### src/hw/tsm_pkg.sv
// Shared constants and types for the traffic signal fault monitor
package tsm_pkg;

  // ----------------------------------------------------------------
  // Sizes and clock
  // ----------------------------------------------------------------
  localparam int NCH = 18;
  localparam int TW = 14;
  localparam int CLK_HZ = 20_000_000;
  localparam int TICK_US = 1000;
  localparam int TICK_CYCLES = CLK_HZ / 1_000_000 * TICK_US;

  // ----------------------------------------------------------------
  // Times in milliseconds, one timer step per tick
  // ----------------------------------------------------------------
  localparam logic [13:0] SF_ON_MS = 14'h0226;
  localparam logic [13:0] FIELD_ON_MS = 14'h01F4;
  localparam logic [13:0] RF1_MS = 14'h0352;
  localparam logic [13:0] RF2_MS = 14'h0546;
  localparam logic [13:0] DUAL_MS = 14'h015E;
  localparam logic [13:0] CLR_MS = 14'h0A8C;
  localparam logic [13:0] RATE_MS = 14'h05DC;
  localparam logic [13:0] CFG_HOLD_MS = 14'h0BB8;
  localparam logic [13:0] FLASH_MIN_MS = 14'h1770;
  localparam logic [13:0] WD_LIMIT_MS = 14'h2710;
  localparam logic [13:0] BLINK_MS = 14'h007D;
  localparam logic [2:0] WD_TRANS = 3'h5;

  // ----------------------------------------------------------------
  // Synchronised input vector layout
  // ----------------------------------------------------------------
  localparam int I_CABLE = 0;
  localparam int I_WD = 1;
  localparam int I_ACOK = 2;
  localparam int I_ACRS = 3;
  localparam int I_FRONT = 4;
  localparam int I_REMOTE = 5;
  localparam int I_RED = 6;
  localparam int I_YEL = 24;
  localparam int I_GRN = 42;
  localparam int I_REN = 60;
  localparam int I_SF = 61;
  localparam int I_RCS = 63;
  localparam int NIN = 64;

  // ----------------------------------------------------------------
  // Register map (byte addresses) and fields
  // ----------------------------------------------------------------
  localparam logic [11:0] A_CTRL = 12'h000;
  localparam logic [11:0] A_RFEN = 12'h004;
  localparam logic [11:0] A_CLEN = 12'h008;
  localparam logic [11:0] A_DUEN = 12'h00C;
  localparam logic [11:0] A_YINH = 12'h010;
  localparam logic [11:0] A_STAT = 12'h014;
  localparam logic [11:0] A_FCH = 12'h018;
  localparam logic [11:0] A_QRED = 12'h01C;
  localparam logic [11:0] A_QYEL = 12'h020;
  localparam logic [11:0] A_QGRN = 12'h024;
  localparam int CTRL_W = 9;
  localparam int C_TYPE2 = 0;
  localparam int C_FAILSAFE = 1;
  localparam int C_GYDUAL = 2;
  localparam int C_COMPACT = 3;
  localparam int C_RATEDIS = 4;
  localparam int C_PHASE = 5;
  localparam logic [8:0] CTRL_RST = 9'h000;
  localparam logic [17:0] EN_RST = 18'h00000;
  localparam int S_ANY = 0;
  localparam int S_RED = 1;
  localparam int S_CLR = 2;
  localparam int S_DUAL = 3;
  localparam int S_CFG = 4;
  localparam int S_WDOG = 5;
  localparam int S_CABLE = 6;
  localparam int S_ACDROP = 7;
  localparam int S_RATE = 8;
  localparam int S_FLASH = 9;
  localparam int STAT_W = 10;

  typedef enum logic [1:0] {
    ST_FLASH = 2'b00,
    ST_RUN = 2'b01,
    ST_DROP = 2'b10
  } tsm_state_e;

endpackage

### src/hw/tsm_monitor.sv
// Fault supervision core with APB register access
//
// Summary of operation
// - Channel 1-18 reds, red enable and inhibits come in on the red cable.
// - Missing red interface cable latches a fault and flashes the cabinet.
// - Inhibit inputs, qualified over 550 ms, block only red failure checks.
// - Red input counts on after 500 ms above threshold, off at once.
// - Green and yellow inputs count on after 500 ms, off at once.
// - Faults other than settings stay latched until front panel or remote reset.
// - Dark channel faults after 850 or 1350 ms, by controller type.
// - Red failure check is enabled per channel.
// - Red failure check needs red enable, no inhibit, relay common inactive.
// - Yellow after green must last 2.7 s or a clearance fault latches.
// - Clearance check per channel, off for yellow inhibit or gating.
// - Two indications on together over 350 ms latch a dual fault.
// - Three-colour dual per channel, green-yellow dual global, both gated.
// - Live settings are compared with the stored copy; mismatch latches.
// - Settings fault clears only by 3 s front reset hold.
// - AC drop flashes the cabinet, power lamp blinks 2 Hz, then steady.
// - Latched faults survive an AC interruption.
// - Flash interval after power-up or restore, lamp at 4 Hz.
// - Interval ends after 6 s, five watchdog edges and AC restored.
// - Fewer than five watchdog edges by 10 s latches a watchdog fault.
// - Arrow mode switch plus per-phase arrow selects.
// - Standard arrow mode pairs channels 9-12 with greens 1, 3, 5, 7.
// - Polarity bit inverts the relay common sense.
//
// Design decisions made here: the APB interface to the registers and the address map.
`timescale 1ns/10ps
module tsm_monitor #(
  parameter int TICK_CYCLES = tsm_pkg::TICK_CYCLES
) (
  input wire logic pclk,
  input wire logic presetn,
  input wire logic [11:0] paddr,
  input wire logic psel,
  input wire logic penable,
  input wire logic pwrite,
  input wire logic [31:0] pwdata,
  output logic [31:0] prdata,
  output logic pready,
  output logic pslverr,
  input wire logic [tsm_pkg::NCH-1:0] field_red,
  input wire logic [tsm_pkg::NCH-1:0] field_yel,
  input wire logic [tsm_pkg::NCH-1:0] field_grn,
  input wire logic red_enable,
  input wire logic [1:0] sf_inhibit,
  input wire logic relay_common_sense,
  input wire logic red_interface_cable,
  input wire logic watchdog_in,
  input wire logic ac_above_dropout,
  input wire logic ac_above_restore,
  input wire logic front_reset,
  input wire logic remote_reset,
  output logic cabinet_flash,
  output logic ac_led,
  output logic prog_led
);
  import tsm_pkg::*;

  localparam int CFG_W = CTRL_W + 4 * NCH;

  typedef struct packed {
    tsm_state_e st;
    logic [NIN-1:0] m1;
    logic [NIN-1:0] m2;
    logic wd_d;
    logic fr_d;
    logic rm_d;
    logic [TW-1:0] fl_ms;
    logic [TW-1:0] blink_ms;
    logic [TW-1:0] hold_ms;
    logic [2:0] wd_cnt;
    logic b4;
    logic b2;
    logic [CTRL_W-1:0] ctrl;
    logic [NCH-1:0] rf_en;
    logic [NCH-1:0] cl_en;
    logic [NCH-1:0] du_en;
    logic [NCH-1:0] yinh;
    logic [NCH-1:0] armed;
    logic [NCH-1:0] fch;
    logic [CFG_W-1:0] cfg_sv;
    logic cfg_ok;
    logic [NCH-1:0][TW-1:0] rf_t;
    logic [NCH-1:0][TW-1:0] du_t;
    logic [NCH-1:0][TW-1:0] cl_t;
    logic [3:0][TW-1:0] fr_t;
    logic f_red;
    logic f_clr;
    logic f_dual;
    logic f_cfg;
    logic f_wdog;
    logic f_cable;
    logic f_rate;
    logic cab_flash;
    logic ac_led;
    logic prog_led;
    logic pready;
    logic pslverr;
    logic [31:0] prdata;
  } tsm_top_s;

  tsm_top_s s, next_s;

  // ----------------------------------------------------------------
  // Helpers
  // ----------------------------------------------------------------
  function automatic logic [TW-1:0] inc(input logic [TW-1:0] v);
    return (v == '1) ? v : v + 14'h0001;
  endfunction

  function automatic logic multi(input logic [3:0] v);
    return (v & (v - 4'h1)) != 4'h0;
  endfunction

  // ----------------------------------------------------------------
  // Tick and qualifiers
  // ----------------------------------------------------------------
  logic tk;
  logic [3*NCH-1:0] q_rgy;
  logic [1:0] q_sf;

  tsm_tick #(.CYC(TICK_CYCLES)) u_tick (
    .pclk(pclk),
    .presetn(presetn),
    .tick(tk)
  );

  tsm_qual #(.W(3 * NCH), .ON_MS(FIELD_ON_MS)) u_qfield (
    .pclk(pclk),
    .presetn(presetn),
    .tick(tk),
    .raw(s.m2[I_REN-1:I_RED]),
    .q(q_rgy)
  );

  tsm_qual #(.W(2), .ON_MS(SF_ON_MS)) u_qsf (
    .pclk(pclk),
    .presetn(presetn),
    .tick(tk),
    .raw(s.m2[I_RCS-1:I_SF]),
    .q(q_sf)
  );

  // ----------------------------------------------------------------
  // Decoded conditions
  // ----------------------------------------------------------------
  logic [NCH-1:0] qr, qy, qg;
  logic ren, rcs_act, mon, red_ok, gate, clr, wdx, any_f;
  logic [CFG_W-1:0] cfg;
  logic [STAT_W-1:0] stat;
  logic [TW-1:0] rf_lim;

  always_comb begin
    qr = q_rgy[NCH-1:0];
    qy = q_rgy[2*NCH-1:NCH];
    qg = q_rgy[3*NCH-1:2*NCH];
    ren = s.m2[I_REN];
    rcs_act = s.m2[I_RCS] ^ s.ctrl[C_FAILSAFE];
    mon = s.st == ST_RUN;
    red_ok = ren & ~|q_sf & ~rcs_act;
    gate = ren & ~rcs_act;
    clr = (s.m2[I_FRONT] & ~s.fr_d) | (s.m2[I_REMOTE] & ~s.rm_d);
    wdx = (s.m2[I_WD] ^ s.wd_d) & (s.fl_ms != '0);
    any_f = s.f_red | s.f_clr | s.f_dual | s.f_cfg | s.f_wdog | s.f_cable | s.f_rate;
    cfg = {s.ctrl, s.rf_en, s.cl_en, s.du_en, s.yinh};
    rf_lim = s.ctrl[C_TYPE2] ? RF2_MS : RF1_MS;
    stat = '0;
    stat[S_ANY] = any_f;
    stat[S_RED] = s.f_red;
    stat[S_CLR] = s.f_clr;
    stat[S_DUAL] = s.f_dual;
    stat[S_CFG] = s.f_cfg;
    stat[S_WDOG] = s.f_wdog;
    stat[S_CABLE] = s.f_cable;
    stat[S_ACDROP] = s.st == ST_DROP;
    stat[S_RATE] = s.f_rate;
    stat[S_FLASH] = s.st == ST_FLASH;
  end

  // ----------------------------------------------------------------
  // Next state
  // ----------------------------------------------------------------
  always_comb begin
    logic r, y, g, ga, cond, arw;
    logic [3:0] on;
    r = 1'h0;
    y = 1'h0;
    g = 1'h0;
    ga = 1'h0;
    cond = 1'h0;
    arw = 1'h0;
    on = 4'h0;
    next_s = s;
    // Red cable pins, inhibits and relay common sense share one sync path
    next_s.m1 = {relay_common_sense, sf_inhibit, red_enable, field_grn, field_yel, field_red,
                 remote_reset, front_reset, ac_above_restore, ac_above_dropout, watchdog_in,
                 red_interface_cable};
    next_s.m2 = s.m1;
    next_s.wd_d = s.m2[I_WD];
    next_s.fr_d = s.m2[I_FRONT];
    next_s.rm_d = s.m2[I_REMOTE];

    // Clears first, so a fault raised below in this cycle still lands
    if (clr) begin
      next_s.f_red = 1'h0;
      next_s.f_clr = 1'h0;
      next_s.f_dual = 1'h0;
      next_s.f_wdog = 1'h0;
      next_s.f_cable = 1'h0;
      next_s.f_rate = 1'h0;
      next_s.fch = '0;
    end
    if (s.m2[I_FRONT] && tk) begin
      next_s.hold_ms = inc(s.hold_ms);
    end else if (!s.m2[I_FRONT]) begin
      next_s.hold_ms = '0;
    end
    if (s.hold_ms >= CFG_HOLD_MS) begin
      next_s.f_cfg = 1'h0;
      next_s.cfg_sv = cfg;
    end

    // Per-channel checks
    for (int i = 0; i < NCH; i++) begin
      r = qr[i];
      y = qy[i];
      g = qg[i];
      ga = 1'h0;
      if (i >= 8 && i < 12 && s.ctrl[C_PHASE + i - 8] && !s.ctrl[C_COMPACT]) begin
        ga = qg[2 * (i - 8)];
      end
      on = {r, y, g, ga};

      cond = mon & red_ok & s.rf_en[i] & (on == 4'h0);
      next_s.rf_t[i] = cond ? (tk ? inc(s.rf_t[i]) : s.rf_t[i]) : '0;
      if (cond && s.rf_t[i] >= rf_lim) begin
        next_s.f_red = 1'h1;
        next_s.fch[i] = 1'h1;
      end

      cond = mon & gate & ((s.du_en[i] & multi(on)) | (s.ctrl[C_GYDUAL] & y & (g | ga)));
      next_s.du_t[i] = cond ? (tk ? inc(s.du_t[i]) : s.du_t[i]) : '0;
      if (cond && s.du_t[i] >= DUAL_MS) begin
        next_s.f_dual = 1'h1;
        next_s.fch[i] = 1'h1;
      end

      // Yellow is timed on the raw level; qualified red closes the window
      if (g | ga) begin
        next_s.armed[i] = 1'h1;
        next_s.cl_t[i] = '0;
      end else if (s.armed[i]) begin
        if (s.m2[I_YEL + i] && tk) begin
          next_s.cl_t[i] = inc(s.cl_t[i]);
        end
        if (r) begin
          next_s.armed[i] = 1'h0;
          if (mon && gate && s.cl_en[i] && !s.yinh[i] && s.cl_t[i] < CLR_MS) begin
            next_s.f_clr = 1'h1;
            next_s.fch[i] = 1'h1;
          end
        end
      end
    end

    // Flashing arrow rate: steady arrow too long means no flashing
    for (int p = 0; p < 4; p++) begin
      arw = s.m2[I_GRN + 8 + p] & s.ctrl[C_PHASE + p] & ~s.ctrl[C_COMPACT] & ~s.ctrl[C_RATEDIS];
      next_s.fr_t[p] = (mon && arw) ? (tk ? inc(s.fr_t[p]) : s.fr_t[p]) : '0;
      if (mon && arw && s.fr_t[p] >= RATE_MS) begin
        next_s.f_rate = 1'h1;
        next_s.fch[8 + p] = 1'h1;
      end
    end

    if (mon && !s.m2[I_CABLE]) begin
      next_s.f_cable = 1'h1;
    end

    // Settings snapshot and live comparison
    if (mon && !s.cfg_ok) begin
      next_s.cfg_sv = cfg;
      next_s.cfg_ok = 1'h1;
    end
    if (s.cfg_ok && cfg != s.cfg_sv) begin
      next_s.f_cfg = 1'h1;
    end

    // Power sequencing; no fault is cleared here so they ride out a drop
    unique case (s.st)
      ST_FLASH: begin
        if (tk) begin
          next_s.fl_ms = inc(s.fl_ms);
        end
        if (wdx && s.wd_cnt != WD_TRANS) begin
          next_s.wd_cnt = s.wd_cnt + 3'h1;
        end
        if (!s.m2[I_ACOK]) begin
          next_s.st = ST_DROP;
        end else if (s.fl_ms >= FLASH_MIN_MS && s.wd_cnt == WD_TRANS && s.m2[I_ACRS]) begin
          next_s.st = ST_RUN;
        end
        if (s.fl_ms == WD_LIMIT_MS && s.wd_cnt != WD_TRANS) begin
          next_s.f_wdog = 1'h1;
        end
      end
      ST_RUN: begin
        if (!s.m2[I_ACOK]) begin
          next_s.st = ST_DROP;
        end
      end
      ST_DROP: begin
        if (s.m2[I_ACRS]) begin
          next_s.st = ST_FLASH;
          next_s.fl_ms = '0;
          next_s.wd_cnt = 3'h0;
        end
      end
      default: begin
        next_s.st = ST_FLASH;
      end
    endcase

    // Indicator blink phases, 4 Hz and 2 Hz at half duty
    if (tk) begin
      if (s.blink_ms >= BLINK_MS - 14'h0001) begin
        next_s.blink_ms = '0;
        next_s.b4 = ~s.b4;
        next_s.b2 = s.b2 ^ s.b4;
      end else begin
        next_s.blink_ms = s.blink_ms + 14'h0001;
      end
    end
    next_s.cab_flash = (s.st != ST_RUN) | any_f;
    next_s.ac_led = (s.st == ST_RUN) | (s.st == ST_FLASH & s.b4) | (s.st == ST_DROP & s.b2);
    next_s.prog_led = s.f_cfg & s.b2;

    // APB slave, zero wait states; data is fetched in the setup cycle
    if (psel && penable && s.pready && pwrite && !s.pslverr) begin
      unique case (paddr)
        A_CTRL: next_s.ctrl = pwdata[CTRL_W-1:0];
        A_RFEN: next_s.rf_en = pwdata[NCH-1:0];
        A_CLEN: next_s.cl_en = pwdata[NCH-1:0];
        A_DUEN: next_s.du_en = pwdata[NCH-1:0];
        A_YINH: next_s.yinh = pwdata[NCH-1:0];
        default: begin
        end
      endcase
    end
    next_s.pready = psel & ~penable;
    if (psel && !penable) begin
      next_s.pslverr = 1'h0;
      next_s.prdata = '0;
      unique case (paddr)
        A_CTRL: next_s.prdata = 32'(s.ctrl);
        A_RFEN: next_s.prdata = 32'(s.rf_en);
        A_CLEN: next_s.prdata = 32'(s.cl_en);
        A_DUEN: next_s.prdata = 32'(s.du_en);
        A_YINH: next_s.prdata = 32'(s.yinh);
        A_STAT: next_s.prdata = 32'(stat);
        A_FCH: next_s.prdata = 32'(s.fch);
        A_QRED: next_s.prdata = 32'(qr);
        A_QYEL: next_s.prdata = 32'(qy);
        A_QGRN: next_s.prdata = 32'(qg);
        default: next_s.pslverr = 1'h1;
      endcase
      if (pwrite && paddr > A_YINH) begin
        next_s.pslverr = 1'h1;
      end
    end
  end

  always_ff @(posedge pclk or negedge presetn) begin
    if (!presetn) begin
      s <= '0;
    end else begin
      s <= next_s;
    end
  end

  assign prdata = s.prdata;
  assign pready = s.pready;
  assign pslverr = s.pslverr;
  assign cabinet_flash = s.cab_flash;
  assign ac_led = s.ac_led;
  assign prog_led = s.prog_led;
endmodule // tsm_monitor

### src/hw/tsm_qual.sv
// Duration qualifier for above-threshold indications
`timescale 1ns/10ps
module tsm_qual #(
  parameter int W = 1,
  parameter logic [13:0] ON_MS = 14'h0001
) (
  input wire logic pclk,
  input wire logic presetn,
  input wire logic tick,
  input wire logic [W-1:0] raw,
  output logic [W-1:0] q
);
  import tsm_pkg::*;

  typedef struct packed {
    logic [W-1:0][13:0] cnt;
    logic [W-1:0] q;
  } tsm_qual_s;

  tsm_qual_s s, next_s;
  logic [W-1:0] at_lim;

  // Off at once when the level drops, on only after an unbroken run
  always_comb begin
    next_s = s;
    for (int i = 0; i < W; i++) begin
      at_lim[i] = s.cnt[i] > ON_MS;
      if (!raw[i]) begin
        next_s.cnt[i] = '0;
        next_s.q[i] = 1'h0;
      end else if (at_lim[i]) begin
        next_s.q[i] = 1'h1;
      end else if (tick) begin
        next_s.cnt[i] = s.cnt[i] + 14'h0001;
      end
    end
  end

  always_ff @(posedge pclk or negedge presetn) begin
    if (!presetn) begin
      s <= '0;
    end else begin
      s <= next_s;
    end
  end

  assign q = s.q;
endmodule // tsm_qual

### src/hw/tsm_tick.sv
// Millisecond tick generator
`timescale 1ns/10ps
module tsm_tick #(
  parameter int CYC = 20000
) (
  input wire logic pclk,
  input wire logic presetn,
  output logic tick
);
  import tsm_pkg::*;

  typedef struct packed {
    logic [15:0] cnt;
    logic tick;
  } tsm_tick_s;

  tsm_tick_s s, next_s;

  always_comb begin
    next_s = s;
    next_s.tick = 1'h0;
    if (s.cnt == 16'(CYC - 1)) begin
      next_s.cnt = '0;
      next_s.tick = 1'h1;
    end else begin
      next_s.cnt = s.cnt + 16'h0001;
    end
  end

  always_ff @(posedge pclk or negedge presetn) begin
    if (!presetn) begin
      s <= '0;
    end else begin
      s <= next_s;
    end
  end

  assign tick = s.tick;
endmodule // tsm_tick

### config.mk
export PLATFORM = sky130hd
export DESIGN_NAME = tsm_monitor
export DESIGN_NICKNAME = d
export VERILOG_FILES = /design/src/hw/tsm_pkg.sv /design/src/hw/tsm_monitor.sv /design/src/hw/tsm_qual.sv /design/src/hw/tsm_tick.sv
export SDC_FILE = /design/constraint.sdc
export NUM_CORES = 2
export LEC_CHECK = 0
export ABC_AREA = 0
export BUFFER_PORTS_ARGS = -buffer_cell sky130_fd_sc_hd__buf_2
export CAP_MARGIN = 30
export CORE_MARGIN = 2
export CORE_UTILIZATION = 55
export DETAILED_ROUTE_END_ITERATION = 10
export PLACE_DENSITY = 0.78
export SYNTH_ARGS = -nofsm -noshare
export SYNTH_HDL_FRONTEND = slang
export SYNTH_SLANG_ARGS = --single-unit
### constraint.sdc
create_clock -name pclk -period 3.6 [get_ports pclk]
set_input_delay 0.72 -clock pclk [delete_from_list [all_inputs] [get_ports pclk]]
set_output_delay 0.72 -clock pclk [all_outputs]
set_load 0.03 [all_outputs]
**After elaboration in Yosys (flattened, before gate mapping)**

Index checks and enable logic that the tools add are counted.

- Bits in read-only memories: 0
- Logic and storage cells: 2,157
- Latch bits: 0
- Output and inout bits: 37
- Input bits: 113
- Memory bits (writable): 0
- Bits in registers: 2,092
- Memories kept: 0

- Eq/ne operators: 351
- Reduce and logical (&&, ||, !) cells: 367
- Div/mod/pow operators: 0
- Mux-type cells: 786
- $mul: 0
- Add/sub/neg operators: 137
- $lt $le $gt $ge: 118
- Bitwise operators: 192
- Shift-type cells: 0

Operators with widths:

| cell | count |
|---|---|
| $mux 14 | 367 |
| $add 14x1->14 const B | 117 |
| $eq 14x14->1 const B | 61 |
| $gt 14x9->1 const B | 54 |
| $mux 1 | 402 |
| $ne 2x1->1 const B | 170 |
| $ge 14x11->1 | 18 |
| $ge 14x9->1 const B | 18 |
| $lt 14x12->1 const B | 18 |
| $ne 2x2->1 const B | 104 |
| $reduce_and 2->1 | 103 |
| $pmux 18 s10 | 1 |
| $logic_and 1x1->1 | 135 |
| $and 1x1->1 | 132 |
| $mux 82 | 1 |
| $mux 81 | 1 |
| $ne 81x81->1 | 1 |
| $reduce_bool 2->1 | 40 |
| $and 4x4->4 | 18 |
| $reduce_bool 4->1 | 18 |
| $sub 4x1->4 const B | 18 |
| $reduce_and 3->1 | 20 |
| $ge 14x11->1 const B | 4 |
| $eq 12x5->1 const B | 4 |
| other kinds (38) | 126 |

**Logic depth before layout (Yosys ltp)**

- Depth in word-level cells: 79
- Depth in mapped cells: 10

**Modules after synthesis**

Synthesis repeated with hierarchy kept, for this count alone.

- Cells, all modules: 9,834
- Area total of the unflattened synthesis: 101,668.8 um^2

By module, submodules not included:

| module | seq. area each (um^2) | cells each | instances | area each (um^2) |
|---|---|---|---|---|
| tsm_monitor | 30,554.3 | 6,024 | 1 | 60,865.9 |
| tsm_qual (u_qfield) | 20,269.4 | 3,593 | 1 | 38,436.9 |
| tsm_qual (u_qsf) | 750.7 | 148 | 1 | 1,581.5 |
| tsm_tick | 425.4 | 69 | 1 | 784.5 |

**Worst setup path after synthesis**

Ideal clock, no wire load.

- Path type: reg-to-reg
- Start point: register s, in the netlist cfg[72]
- End point: register s[43] (netlist bit)
- Data required time: 3,466 ps
- Path slack: 217 ps
- Data arrival time: 3,248 ps
- Cell stages (with the launch flop): 9
- Cell sequence: dfrtp_1 > inv_1 > ha_1 > or4_1 > a221oi_1 > a21oi_1 > nor4_1 > and4b_1 > nand3_1

- Cells in the longest elaborated chain, start to end: 21
- Elaborated cells between the ends (all ways): 56
- Classes of those cells: 18 x order compare; 19 x mux; 19 x reduce/logical

RTL lines:

| element | line | source |
|---|---|---|
| from (decl) | tsm_monitor.sv:104 | `tsm_top_s s, next_s;` |
| from (signal assigned) | tsm_monitor.sv:379 | `s <= next_s;` |
| $mux 11 * | tsm_monitor.sv:168 | `rf_lim = s.ctrl[C_TYPE2] ? RF2_MS : RF1_MS;` |
| $ge 14x11->1 | tsm_monitor.sv:238 | `if (cond && s.rf_t[i] >= rf_lim) begin` |
| $logic_and 1x1->1 | tsm_monitor.sv:238 |  |
| $mux 1 (18 in series) | tsm_monitor.sv:238 |  |

Every way passes the cells marked *; elsewhere a longest branch is shown, timed or not.
A chain may end at the register's enable or synchronous reset.

**Worst setup path after layout**

- Start point: register u_qfield.s, in the netlist u_qfield.q[42]
- End point: register s[41] (netlist bit)

- Cells in the longest elaborated chain, start to end: 19
- Elaborated cells between the ends (all ways): 31
- Classes of those cells: 2 x add/sub; 13 x mux; 11 x bitwise; 5 x reduce/logical

RTL lines:

| element | line | source |
|---|---|---|
| from (decl) | tsm_qual.sv:20 | `tsm_qual_s s, next_s;` |
| from (signal assigned) | tsm_qual.sv:43 | `s <= next_s;` |
| $sub 4x1->4 | tsm_monitor.sv:114 | `return (v & (v - 4'h1)) != 4'h0;` |
| $and 4x4->4 | tsm_monitor.sv:114 |  |
| $reduce_bool 4->1 | tsm_monitor.sv:114 |  |
| $and 1x1->1 | tsm_monitor.sv:243 | `cond = mon & gate & ((s.du_en[i] & multi(on)) \| (s.ctrl[C_GYDUAL] & y & (g \| ga)));` |
| $or 1x1->1 | tsm_monitor.sv:243 |  |
| $and 1x1->1 | tsm_monitor.sv:243 |  |
| $logic_and 1x1->1 | tsm_monitor.sv:245 | `if (cond && s.du_t[i] >= DUAL_MS) begin` |
| $mux 1 (12 in series) | tsm_monitor.sv:245 |  |

Parallel ways exist; a longest one is shown, timed or not.

==> reports/qor.yml <==
finish:
  seq_area_um2: 52000
  multi_input_area_um2: 45980
  drive_gt1_share_pct: 8.862
  area_delta_synth_final_pct: 12.12
  num-fill-cells: 13930
  fin_nets: 10460
route:
  drc: 0
  vias: 73660
  drt_iter0_drc: 6396
  drtAntennaViolNets: 0
  firstDrtPassIters: 10
  vias_per_cell: 5.834
  wl_per_cell_um: 18.38
  wirelength_mm: 232.1
hold_path:
  hold_path_depth: 2
  hold_start: "pwdata[17]"
  min_to: "cfg[35]$_DFFE_PN0P_"
  hold_path_class: "input port to flip-flop"
setup_path:
  reg2reg_to: "s[41]$_DFFE_PN0P_"
  path_max_fanout: 18
  critPathLaunchType: "flip-flop"
  slowest_stage: "dfrtp_1"
  required_ns: 4.32
  reg2reg_slack_ns: 0.60
  crit_path_end_kind: "flip-flop"
  path_cells: "buf_4, maj3_1, a32o_1, nand2_1, buf_4, a41o_1, nand4_1, nor4_1, nand4_1"
  r2r_start: "u_qfield.q[42]$_DFFE_PN0P_"
  path_class: "flip-flop to flip-flop"
  r2r_cells: 9
  cp.arrival_ns: 3.71
  cp_slowest_stage_delay_ns: 0.62
die:
  start_util_pct: 55.43
  fp.dieW_um: 431.3
  core_area_um2: 181100
  row_count: 156
  io_pins: 150
  dieArea_um2: 186000
  die_y_um: 431.3
clocking:
  h-tree-depth: 4
  cts_tree: "yes"
  root_buffer: "clkbuf_16"
  clock-sinks: 2078
  cts_setup_buffers: 0
  clock_path_buffers: 3
  cts_buffers: 210
  clk_pin_slew_ns: 0.07
  worstSkewPairLatency_ns: 0.87
pwr:
  internal-power_mw: 37.07
  p_clk_share_pct: 48.5
  swShare_pct: 21.77
  ir_worst_vdd_mv: 0.4385
  combinationalPowerShare_pct: 1.8
  power.density_nw_per_um2: 421.0
  p_seq_share_pct: 49.7
  switching_power_mw: 10.32
  leakage_nw: 50.35
  finalPower_mw: 47.39
sta:
  fin_skew_ns: 0.05815
  max_freq_mhz: 333.5
  max-slew-margin-rel_pct: 32.80
  setup_viol: 0
  finalHoldViolCount: 0
  setup_tns_ns: 0
  worst_pin_slew_ns: 0.9975
  finalMaxSlewViolations: 0
  fin_crit_sh_pct: 83.28
  period_minus_slack_ns: 2.998
  rsz0062_at_grt: "false"
  hold-worst-slack_ns: 0.1352
synthesis:
  synthFlopType: "dfrtp_1"
  syn_inst: 9748
  synth-edff-count: 0
  synth-seq-cells: 2078
  yosysSeqAreaShare_pct: 51.79
  ys_types: 99
  async_flop_share_pct: 100.0
  synth_area_per_cell_um2: 10.30
  yosys_warnings: 0
  synth_area_um2: 100400
grt:
  grt_overflow: 0
  grt_max_degree: 134
  first_global_vias: 73620
  antenna_found_initial: 26
  grt_usage_pct: 25.08
  grt_pass1_wl_mm: 381.7
outcome:
  status: "completed"
placed_design:
  routabilityCongestion: 0.9277
  hpwlAfterDp_mm: 159.8
  io_buffers: 121
flow_run:
  maxCapViolCount: 0
## cell families (layout without fill, tap and decap cells)
family | Yosys count | in the layout | share of synthesized area, %
simple gates | 4262 | 4262 | 21.85
flops | 2078 | 2078 | 51.79
compound gates | 1167 | 1167 | 8.093
xor+xnor | 1083 | 1083 | 9.455
buf+inv | 621 | 1095 | 2.511
fa+ha+maj | 304 | 304 | 3.756
mux | 232 | 232 | 2.538
other cells | 1 | 34 | 0.003735
## Yosys cell counts, types with 21 or more instances
master     count  share of area [%]
or2_2         24               0.15
xnor2_1      541                4.7
xor2_1       541                4.7
a21o_1        26               0.19
nand2_1      665                2.5
nor3b_1       22               0.16
o31ai_1       37               0.28
mux2i_1       69               0.69
or3_1        162                1.0
nor2_1      1144                4.3
and4_1        86               0.75
nand4_1      353                2.2
ha_1         291                3.6
nand2b_1      25               0.16
dfrtp_1     2078                 52
nor4_1        84               0.52
nor2b_1      137               0.85
buf_2         41               0.20
or4_1         68               0.51
buf_4         35               0.26
inv_1        341                1.3
a211oi_1      62               0.46
a21oi_1      212                1.1
nand3_1      434                2.2
o211ai_1      33               0.25
and2_1       610                3.8
a31oi_1       71               0.44
nor3_1       181               0.90
a21boi_0      70               0.52
o2111ai_1     39               0.34
and3_1       188                1.2
mux2_2       161                1.8
o21ai_0      257                1.3
o21a_1        98               0.73
a22oi_1       21               0.16
clkbuf_1     188               0.70
## metrics by stage
stage | std cells | area [um2] | setup WS, ns | utilization, %
after floorplan | 9761 | 100500 | 0.2174 | -
after global placement | 12150 | 104400 | 0.5436 | 57.66
after CTS | 12610 | 112500 | 0.6195 | 62.12
after global routing | 12620 | 112600 | 0.4302 | 62.15
after detailed placement | 12150 | 104500 | 0.6698 | 57.67
final | 12630 | 112600 | 0.6019 | 62.15
## metal layers
layer	wire [um]	vias up	GRT usage (%)
li1	-	34450	-
met1	97340	36680	32.47
met2	110200	1971	40.78
met3	12520	552	4.213
met4	12030	6	12.92
met5	41	-	0
## cells in the final DEF, fill, tap and decap left out, types with 69 or more instances in the layout
cell,Yosys,routed
a21boi_0,70,70
a21oi_1,212,212
a31oi_1,71,71
and2_1,610,609
and3_1,188,188
and4_1,86,86
buf_2,41,120
buf_4,35,149
clkbuf_16,0,211
dfrtp_1,2078,2076
ha_1,291,291
inv_1,341,339
mux2_2,161,161
mux2i_1,69,69
nand2_1,665,665
nand3_1,434,434
nand4_1,353,353
nor2_1,1144,1141
nor2b_1,137,137
nor3_1,181,181
nor4_1,84,84
o21a_1,98,97
o21ai_0,257,257
or3_1,162,162
xnor2_1,541,541
xor2_1,541,541
## area by class of cell
| class | instances | area share [%] |
|---|---|---|
| inverter | 344 | 1.147 |
| clock inverter | 104 | 1.253 |
| sequential | 2078 | 46.20 |
| tap | 2370 | 2.634 |
| antenna | 20 | 0.04446 |
| clock buffer | 287 | 5.335 |
| multi-input combinational | 7062 | 40.84 |
| timing repair buffer | 360 | 2.551 |
## power by group through the flow
| stage | clock network [mW] | registers, mW | logic, mW |
|---|---|---|---|
| finish | 23.0 | 23.6 | 0.846 |
| global route | 24.4 | 23.6 | 0.964 |
| CTS | 23.4 | 23.6 | 0.877 |
| detailed placement | 0 | 24.0 | 0.819 |
| global placement | 0 | 24.0 | 0.800 |
| floorplan | 0 | 23.9 | 0.176 |
## critical path, delay by kind of cell, from the launching register on
family	cells	cell delay, ns
flops	1	0.62
simple gates	4	0.84
fa+ha+maj	1	0.37
compound gates	2	0.50
buf+inv	2	0.55
## what timing repair did
item	CTS	global route
hold endpoints to repair	106	0
setup endpoints to repair	0	0
hold buffers	65	0
gates resized for setup	0	0
## sequential cells by signal (all words and copies together) (netlist names), 2 cells and up
register and flops:
u_qsf.q 2, s 1049, u_qsf.s 28, cfg 81, prdata 18, u_tick.s 16, next_s 67, u_qfield.s 756
u_qfield.q 54
## how the worst max path moves through the flow
stage	endpoint	depth (start not counted)	startpoint	slack, ns
final	s[41]$_DFFE_PN0P_	9	u_qfield.q[42]$_DFFE_PN0P_	0.60
after global routing	s[43]$_DFFE_PN0P_	10	cfg[72]$_DFFE_PN0P_	0.43
after CTS	s[43]$_DFFE_PN0P_	8	cfg[72]$_DFFE_PN0P_	0.62
after detailed placement	s[43]$_DFFE_PN0P_	8	cfg[72]$_DFFE_PN0P_	0.67
after global placement	s[41]$_DFFE_PN0P_	9	s[562]$_DFFE_PN0P_	0.54
after floorplan	s[43]$_DFFE_PN0P_	8	cfg[72]$_DFFE_PN0P_	0.22
Note: power is estimated with default switching activity, not from simulation.
